### config.mk
export PLATFORM = sky130hd
export DESIGN_NAME = bos_exec
export DESIGN_NICKNAME = d
export VERILOG_FILES = /design/src/rtl/bos_pkg.sv /design/src/rtl/bos_exec.sv /design/src/rtl/bos_decode.sv
export VERILOG_INCLUDE_DIRS = /design/src /design/src/rtl
export SDC_FILE = /design/constraint.sdc
export NUM_CORES = 1
export LEC_CHECK = 0
export BUFFER_PORTS_ARGS = -buffer_cell sky130_fd_sc_hd__buf_2
export CAP_MARGIN = 10
export CORE_ASPECT_RATIO = 1.25
export CORE_UTILIZATION = 27
export CTS_CLUSTER_DIAMETER = 200
export CTS_CLUSTER_SIZE = 25
export DETAILED_ROUTE_END_ITERATION = 10
export PLACE_DENSITY = 0.63
export SLEW_MARGIN = 20
export SYNTH_ARGS = -nofsm -noshare
export SYNTH_HDL_FRONTEND = slang
export SYNTH_HIERARCHICAL = 1
export SYNTH_SLANG_ARGS = --single-unit
### constraint.sdc
create_clock -name CLK -period 3.1 [get_ports CLK]
set_input_delay 0.155 -clock CLK [delete_from_list [all_inputs] [get_ports CLK]]
set_output_delay 0.155 -clock CLK [all_outputs]
set_load 0.1 [all_outputs]
### src/rtl/bos_cfg.svh
/*
  Constants of the bit-operation execution block: instruction field positions,
  operation codes and reset values.
  Assumes inclusion by bare name from the design files.
*/
`ifndef BOS_CFG_SVH
`define BOS_CFG_SVH

`define BOS_INSN_W      14
`define BOS_GRP_HI      13
`define BOS_GRP_LO      12
`define BOS_GRP_BIT     2'h1
`define BOS_OP_HI       11
`define BOS_OP_LO       10
`define BOS_BIT_HI      9
`define BOS_BIT_LO      7
`define BOS_ADR_HI      6
`define BOS_ADR_LO      0
`define BOS_OP_CLEAR    2'h0
`define BOS_OP_SET      2'h1
`define BOS_OP_TSTCLR   2'h2
`define BOS_ADR_RST     7'h00
`define BOS_DATA_RST    8'h00

`endif

### src/rtl/bos_pkg.sv
/*
  Types shared by the bit-operation execution block.
  Assumes nothing of its surroundings.
*/
package bos_pkg;
  typedef enum logic [1:0] {
    BOS_NONE,
    BOS_CLEAR,
    BOS_SET,
    BOS_TSTCLR
  } bos_kind_e;
endpackage

### src/rtl/bos_exec.sv
/*
  Execution of single-bit clear, set and test-skip-if-clear instructions.
  Assumes the register file answers a read address combinationally on
  RD_DATA, accepts a write on the clock edge where WR_EN is high, and that
  the fetch pipeline presents one instruction per cycle while INSN_VALID.
*/
// Summary of operation
// RULE_01 - Every bit instruction carries a 7-bit register address 0..127 and a 3-bit bit number 0..7.
// RULE_02 - Test-skip-if-clear skips the next instruction when the selected bit reads zero, else continues.
// RULE_03 - On a taken skip the prefetched instruction is dropped and has no architectural effect.
// RULE_04 - A taken skip runs a no-operation cycle in its place, so the test takes two cycles.
// RULE_05 - Words beginning 01 are bit operations with op in 11:10, bit in 9:7, address in 6:0; no flags change.
`include "bos_cfg.svh"

module bos_exec (
  input  wire logic        CLK,
  input  wire logic        SRST,
  input  wire logic        INSN_VALID,
  input  wire logic [13:0] INSN,
  output logic      [6:0]  RD_ADR,
  input  wire logic [7:0]  RD_DATA,
  output logic             WR_EN,
  output logic      [6:0]  WR_ADR,
  output logic      [7:0]  WR_DATA,
  output logic             NOP_CYCLE,
  output logic             SKIP_TAKEN,
  output logic             INSN_DONE
);

  // ----------------------------------------------------------------------
  // Decode
  // ----------------------------------------------------------------------
  bos_pkg::bos_kind_e kind;
  logic [2:0]         bit_num;
  logic [6:0]         reg_adr;

  bos_decode u_decode (
    .insn    (INSN),
    .kind    (kind),
    .bit_num (bit_num),
    .reg_adr (reg_adr)
  );

  // ----------------------------------------------------------------------
  // Field widths
  // ----------------------------------------------------------------------
  // Internal widths follow the field layout of the header.
  localparam int ADR_W  = `BOS_ADR_HI - `BOS_ADR_LO + 1;
  localparam int BIT_W  = `BOS_BIT_HI - `BOS_BIT_LO + 1;
  localparam int DATA_W = 1 << BIT_W;

  // ----------------------------------------------------------------------
  // Bit arithmetic
  // ----------------------------------------------------------------------
  function automatic logic [7:0] bos_mask(input logic [2:0] b);
    bos_mask = 8'h01 << b;
  endfunction

  function automatic logic [7:0] bos_clear_bit(input logic [7:0] d,
                                               input logic [2:0] b);
    bos_clear_bit = d & ~bos_mask(b);
  endfunction

  function automatic logic [7:0] bos_set_bit(input logic [7:0] d,
                                             input logic [2:0] b);
    bos_set_bit = d | bos_mask(b);
  endfunction

  function automatic logic bos_bit_zero(input logic [7:0] d,
                                        input logic [2:0] b);
    bos_bit_zero = (d & bos_mask(b)) == 8'h00;
  endfunction

  function automatic logic bos_writes(input bos_pkg::bos_kind_e k);
    case (k)
      bos_pkg::BOS_CLEAR: bos_writes = 1'b1;
      bos_pkg::BOS_SET:   bos_writes = 1'b1;
      default:            bos_writes = 1'b0;
    endcase
  endfunction

  function automatic logic bos_tests(input bos_pkg::bos_kind_e k);
    case (k)
      bos_pkg::BOS_TSTCLR: bos_tests = 1'b1;
      default:             bos_tests = 1'b0;
    endcase
  endfunction

  // ----------------------------------------------------------------------
  // Word qualification
  // ----------------------------------------------------------------------
  logic skip_pend;
  logic drop;
  logic live;

  // A word that meets a pending skip is the prefetched one: it retires as a
  // no-operation and never reaches the register file.
  assign drop = INSN_VALID && skip_pend; // RULE_03
  assign live = INSN_VALID && !skip_pend;

  // Read address follows the word on INSN every cycle, live or not, so the bit is seen in the same cycle;
  // the register file must answer combinationally for this to hold.
  assign RD_ADR = reg_adr; // RULE_01

  // ----------------------------------------------------------------------
  // Skip tracking
  // ----------------------------------------------------------------------
  logic next_skip_pend;
  logic skip_taken;
  logic next_skip_taken;
  logic nop_cycle;
  logic next_nop_cycle;

  // A pending skip waits through invalid cycles; the next valid word is
  // consumed by it whatever that word decodes to.
  always_comb begin
    next_skip_pend  = skip_pend;
    next_skip_taken = 1'b0;
    next_nop_cycle  = 1'b0;
    if (drop) begin
      next_skip_pend = 1'b0; // RULE_03
      next_nop_cycle = 1'b1; // RULE_04
    end else if (live && bos_tests(kind)) begin
      if (bos_bit_zero(RD_DATA, bit_num)) begin
        next_skip_pend  = 1'b1; // RULE_02
        next_skip_taken = 1'b1; // RULE_02
      end
    end
  end

  always_ff @(posedge CLK) begin
    if (SRST) begin
      skip_pend  <= 1'b0;
      skip_taken <= 1'b0;
      nop_cycle  <= 1'b0;
    end else begin
      skip_pend  <= next_skip_pend;
      skip_taken <= next_skip_taken;
      nop_cycle  <= next_nop_cycle;
    end
  end

  // ----------------------------------------------------------------------
  // Write port
  // ----------------------------------------------------------------------
  logic              wr_en;
  logic              next_wr_en;
  logic [ADR_W-1:0]  wr_adr;
  logic [ADR_W-1:0]  next_wr_adr;
  logic [DATA_W-1:0] wr_data;
  logic [DATA_W-1:0] next_wr_data;

  // Address and data hold their last values between writes, so a watcher of
  // the port sees them move only with a strobe or when SRST loads their reset values.
  always_comb begin
    next_wr_en   = 1'b0;
    next_wr_adr  = wr_adr;
    next_wr_data = wr_data;
    if (live && bos_writes(kind)) begin
      next_wr_en  = 1'b1;
      next_wr_adr = reg_adr; // RULE_01
      case (kind) // RULE_05
        bos_pkg::BOS_SET: begin
          next_wr_data = bos_set_bit(RD_DATA, bit_num);
        end
        bos_pkg::BOS_CLEAR: begin
          next_wr_data = bos_clear_bit(RD_DATA, bit_num);
        end
        default: begin
          next_wr_data = wr_data;
        end
      endcase
    end
  end

  always_ff @(posedge CLK) begin
    if (SRST) begin
      wr_en   <= 1'b0;
      wr_adr  <= `BOS_ADR_RST;
      wr_data <= `BOS_DATA_RST;
    end else begin
      wr_en   <= next_wr_en;
      wr_adr  <= next_wr_adr;
      wr_data <= next_wr_data;
    end
  end

  // ----------------------------------------------------------------------
  // Retire
  // ----------------------------------------------------------------------
  logic done;
  logic next_done;

  // The dropped word retires too, so the pipeline counts two cycles for a
  // taken test.
  always_comb begin
    next_done = INSN_VALID; // RULE_04
  end

  always_ff @(posedge CLK) begin
    if (SRST) begin
      done <= 1'b0;
    end else begin
      done <= next_done;
    end
  end

  // ----------------------------------------------------------------------
  // Outputs
  // ----------------------------------------------------------------------
  // Writes land one cycle after the word; a read-modify-write of the same
  // register by the very next word would see stale data, so the register
  // file is expected to forward its pending write.
  assign WR_EN      = wr_en;
  assign WR_ADR     = wr_adr;
  assign WR_DATA    = wr_data;
  assign NOP_CYCLE  = nop_cycle;
  assign SKIP_TAKEN = skip_taken;
  assign INSN_DONE  = done;

endmodule

### src/rtl/bos_decode.sv
/*
  Combinational decoder of one instruction word into bit-operation kind,
  bit number and register address.
  Assumes a 14-bit instruction word held stable by the fetch pipeline.
*/
`include "bos_cfg.svh"

module bos_decode (
  input  wire logic [13:0]       insn,
  output bos_pkg::bos_kind_e     kind,
  output logic      [2:0]        bit_num,
  output logic      [6:0]        reg_adr
);

  always_comb begin
    bit_num = insn[`BOS_BIT_HI:`BOS_BIT_LO];
    reg_adr = insn[`BOS_ADR_HI:`BOS_ADR_LO];
    kind    = bos_pkg::BOS_NONE;
    if (insn[`BOS_GRP_HI:`BOS_GRP_LO] == `BOS_GRP_BIT) begin
      case (insn[`BOS_OP_HI:`BOS_OP_LO])
        `BOS_OP_CLEAR:  kind = bos_pkg::BOS_CLEAR;
        `BOS_OP_SET:    kind = bos_pkg::BOS_SET;
        `BOS_OP_TSTCLR: kind = bos_pkg::BOS_TSTCLR;
        default:        kind = bos_pkg::BOS_NONE;
      endcase
    end
  end

endmodule

# [Yosys cells after proc, flatten, opt, wreduce, memory -nomap -nowiden]
# Index checks and enable logic that the tools add are counted.
[word_totals] in_bits=25 ff_bits=20 out_inout_bits=26 elab_cells=41
[op_classes] n_eq_ne=6 bitwise=5 shifts=1 n_reduce_logical=13 muxes=9
[op_table] op="$and A8 B8 Y8" n=2
[op_table] op="$pmux W8 S2" n=1
[op_table] op="$logic_not A8 Y1" n=1
[op_table] op="$not A8 Y8" n=1
[op_table] op="$or A8 B8 Y8" n=1
[op_table] op="$shl A1 B3 Y8 const A" n=1
[op_table] op="$eq A2 B1 Y1 const B" n=3
[op_table] op="$eq A2 B2 Y1 const B" n=3
[op_table] op="$mux W1" n=6
[op_table] op="$pmux W2 S3" n=1
[op_table] op="$logic_and A1 B1 Y1" n=4
[op_table] op="$reduce_and A2 Y1" n=2
[op_table] op="$reduce_or A2 Y1" n=2
[op_table] op="$reduce_or A3 Y1" n=1
[op_table] op="$logic_not A2 Y1" n=1
[op_table] op="$mux W2" n=1
[op_table] op="$reduce_bool A2 Y1" n=1
[op_table] op="$logic_not A1 Y1" n=1
[op_table] op="$not A1 Y1" n=1

# [Depth between registers and ports, before layout]
[depth] word_depth=9 ltp_mapped=10 mapped_depth_nobuf=9

# [Hierarchy]
# Netlist, hierarchy kept.
[by_module_without_submodules] mod="bos_exec" n_inst=1 seq_area_each_um2=400.4 cells_per_inst=109 area_per_inst_um2=907.1
[by_module_without_submodules] mod="bos_decode" n_inst=1 seq_area_each_um2=0.0 cells_per_inst=17 area_per_inst_um2=132.6

# [Worst setup path before layout]
# Ideal clock, no wire load.
[synth_path] kind="input to register" from="in INSN[10]" to="reg wr_data[1] (netlist: WR_DATA[1])" stages=9 setup_time_ns=0.070 n_path_buf=1 path_slack_ns=1.231 arrival_time_ns=1.798 path_cell_list="inv_1 ha_1 and3b_1 inv_1 ha_1 or3b_1 buf_2 a311o_1 a21oi_1"
[synth_between] elab_chain_cells=8 word_cells_on_any_way=13
[synth_lines] item="start, declared" line="bos_exec.sv:19" source="input wire logic [13:0] INSN,"
[synth_lines] item="$eq A2 B2 Y1 (tied with other cells)" line="bos_decode.sv:20" source="case (insn[`BOS_OP_HI:`BOS_OP_LO])"
[synth_lines] item="$pmux W2 S3 *" line="bos_decode.sv:20"
[synth_lines] item="$mux W2 *" line="bos_decode.sv:19" source="if (insn[`BOS_GRP_HI:`BOS_GRP_LO] == `BOS_GRP_BIT) begin"
[synth_lines] item="named net kind[1]" line="bos_exec.sv:33" source="bos_pkg::bos_kind_e kind;"
[synth_lines] item="$eq A2 B1 Y1 / $eq A2 B2 Y1 (equally long branches)" line="bos_exec.sv:75, bos_exec.sv:162"
[synth_lines] item="$reduce_or A2 Y1 (no line)"
[synth_lines] item="$mux W1" line="bos_exec.sv:75" source="case (k)"
[synth_lines] item="$logic_and A1 B1 Y1" line="bos_exec.sv:159" source="if (live && bos_writes(kind)) begin"
[synth_lines] item="$reduce_and A2 Y1 (no line)"
[synth_lines] item="end signal, assigned" line="bos_exec.sv:180" source="wr_data <= `BOS_DATA_RST;"
[synth_lines] item="end signal, assigned" line="bos_exec.sv:184" source="wr_data <= next_wr_data;"
[synth_lines] item="end, declared" line="bos_exec.sv:150" source="logic [DATA_W-1:0] wr_data;"
# Mark *: on every way through the listed nets, which the timed path passes. The rest lies on a longest branch.
# A chain may end at the register's enable or synchronous reset.

# [Worst setup path after layout]
# Ends and elaborated chain as after synthesis.

==> flow_metrics.py <==
metrics = {
    "clocking": {
        "h-tree-depth": 1,
        "insertion_delay_ns": 0.26,
        "clk_pin_slew_worst_paths_ns": 0.07,
        "cts_hold_buf": 0,
        "clock_path_buffers": 2,
        "root_buffer": "clkbuf_8",
        "cts_resized": 0,
        "cts_setup_buffers": 0,
        "cts_tree": "built",
        "cts_made_buffers": 3,
        "clock-sinks": 20,
    },
    "timing": {
        "timing.fmax_mhz": 498,
        "finalSetupViolCount": 0,
        "final-hold-violation-count": 0,
        "finalSetupTns_ns": 0,
        "post-route-period-util_pct": 64.8,
        "final.min_clock_period_ns": 2.01,
        "worstMarginPinSlew_ns": 0.844,
        "rsz0062_at_grt": "no",
        "final.setup_skew_ns": 0.00557,
        "slew_headroom_pct": 43.5,
        "fin_ws_ns": 1.09,
        "maxSlewViolCount": 0,
    },
    "global_routing": {
        "grt_max_degree": 20,
        "antenna_found_initial": 0,
        "overflow": 0,
        "grtUsageTotal_pct": 11.0,
        "grt_pass1_wl_um": 3570,
        "grt_pass1_vias": 833,
    },
    "setup_path": {
        "r2r-start": "skip_pend",
        "worstRegToRegCells": 3,
        "r2r_slack_ns": 1.52,
        "critPathRequiredTime_ns": 3.29,
        "critPathLaunchType": "primary input",
        "r2r-end": "WR_DATA[1]",
        "worst_ep_arrival_time_ns": 2.20,
        "criticalPathCategory": "in2reg",
        "path_max_fanout": 18,
        "critPathCaptureType": "register",
    },
    "logic_synthesis": {
        "syn_area_um2": 1040,
        "synth_top_area_share_pct": 38.5,
        "syn_nets": 155,
        "synth_cell_types": 25,
        "postSynthCellCount": 126,
        "yosys-top-cells-area": "dfxtp_1, nand2_1, a21oi_1, buf_4, ha_1",
        "ys_seq_area_share_pct": 38.5,
        "ys.warnings.count": 6,
        "synth-seq-cells": 20,
        "yosysTopAreaCell": "dfxtp_1",
        "syn_area_per_cell_um2": 8.25,
    },
    "layout": {
        "final_nets": 191,
        "ff_latch_area_um2": 400,
        "syn2layout_area_growth_pct": 24.4,
        "diodes": 0,
        "multi_input_area_um2": 512,
        "num-fill-cells": 379,
        "drive_gt1_share_pct": 36.6,
    },
    "drt": {
        "drt-total-wl_um": 2190,
        "wl_per_cell_um": 11.0,
        "vias": 936,
        "vias_per_cell": 4.68,
        "drtPass1Iterations": 7,
        "drt_iter0_drc": 39,
        "drc": 7,
        "drtAntennaViolNets": 0,
    },
    "worst_hold_path": {
        "min_delay_path_depth": 3,
        "min_from": "INSN[2]",
        "min_to": "WR_ADR[2]",
        "hold_class": "in2reg",
    },
    "run_status": {
        "violations": "design-rule violations",
        "status": "complete, but fails checks",
    },
    "power": {
        "irDropWorstVdd_uv": 172,
        "p_leak_uw": 0.000608,
        "power_density_nw_per_um2": 550,
    },
    "placement": {
        "hpwl_um": 1670,
        "place_ws_ns": 0.821,
        "gp_congestion": 0.696,
        "io_buffers": 50,
    },
    "floorplan": {
        "die_h_um": 71.4,
        "core_area_um2": 3570,
        "start_util_pct": 29.1,
        "pin_count": 51,
        "fp.dieW_um": 57.5,
        "fp-row-count": 24,
        "dieArea_um2": 4100,
    },
    "flow_run": {
        "cap_viol_max_count": 0,
    },
}
-- sequential cells by signal (all words and copies together) (netlist names) --
signal,count
INSN_DONE,1
NOP_CYCLE,1
SKIP_TAKEN,1
WR_ADR,7
WR_DATA,8
WR_EN,1
skip_pend,1
-- routing by layer --
metal  part of all wire, %  up-vias  global-route usage [%]
li1                      -      494                       -
met1                    46      402                    13.9
met2                    45       36                    17.8
met3                   6.7        4                    1.44
met4                   2.1        0                    6.50
met5                     0        -                       0
-- layout by cell type (no fill, tap or decap), types with 2 or more instances in the layout --
master	netlist	final
buf_2	6	50
nand2_1	29	29
dfxtp_1	20	20
a21oi_1	18	18
o211ai_1	6	6
nor2_1	4	4
ha_1	4	4
inv_1	3	3
and3b_1	3	3
clkbuf_8	0	3
nor3b_2	2	2
and3_1	2	2
nor2b_1	2	2
a311o_1	2	2
nor3b_1	2	2
mux2_2	2	2
-- through the flow --
stage / hold slack (ns) / area, um2 / total power, uW / utilization [%] / instances
finish: 0.140 / 1290 / 711 / 36.2 / 200
global route: 0.134 / 1290 / 742 / 36.2 / 200
CTS: 0.134 / 1290 / 719 / 36.2 / 200
detailed placement: 0.412 / 1220 / 461 / 34.2 / 196
global placement: 0.408 / 1220 / 460 / 34.2 / 196
floorplan: 0.310 / 1040 / 434 / - / 126
-- layout make-up --
cell class              instances  share of cell area, %
clock inverters                 1                   2.32
repair buffers                 50                   19.3
well taps                      39                   3.77
flip-flops and latches         20                   30.9
multi-input cells              84                   39.6
clock buffers                   3                   3.19
inverters                       3                  0.870
-- cells by family (layout without fill, tap and decap cells) --
logic type | after synthesis | after routing | share of synthesized area (%)
flops | 20 | 20 | 38.5
simple gates | 48 | 48 | 23.7
mux | 3 | 3 | 3.13
fa+ha+maj | 4 | 4 | 4.81
buf+inv | 22 | 57 | 12.3
compound gates | 29 | 29 | 17.6
-- worst max-delay path by stage --
stage	from	endpoint	slack (ns)	cells after the start
2_1_floorplan	INSN[10]	WR_DATA[1]	1.23	9
3_3_place_gp	INSN[10]	WR_DATA[5]	0.88	9
3_5_place_dp	INSN[10]	WR_DATA[1]	0.82	9
4_1_cts	INSN[10]	WR_DATA[1]	1.08	9
5_1_grt	INSN[10]	WR_DATA[1]	0.94	9
6_report	INSN[10]	WR_DATA[1]	1.09	9
-- critical path: stages --
cell,delay (ns)
buf_2,0.07
inv_1,0.04
ha_1,0.27
and3b_1,0.17
inv_1,0.05
ha_1,0.29
or3b_1,0.63
a311o_1,0.38
a21oi_1,0.13
-- synthesized netlist by cell type --
cell / instances
nor3_1: 1
nor2b_1: 2
or3b_1: 1
dfxtp_1: 20
o211ai_1: 6
and3_1: 2
and2_1: 1
mux2i_1: 1
a21o_1: 1
inv_1: 3
clkbuf_1: 3
a221oi_1: 1
nor2_1: 4
nor3b_2: 2
nand2_1: 29
buf_4: 10
mux2_2: 2
a311o_1: 2
nand4bb_1: 1
and3b_1: 3
o221a_2: 1
ha_1: 4
a21oi_1: 18
buf_2: 6
nor3b_1: 2
-- where the power goes --
part	total [uW]	internal, uW	switching, uW
Clock	256	172	83.9
Sequential	270	266	3.79
Combinational	185	38.0	147
Total	711	477	234
Power figures use the tool's default switching activity.
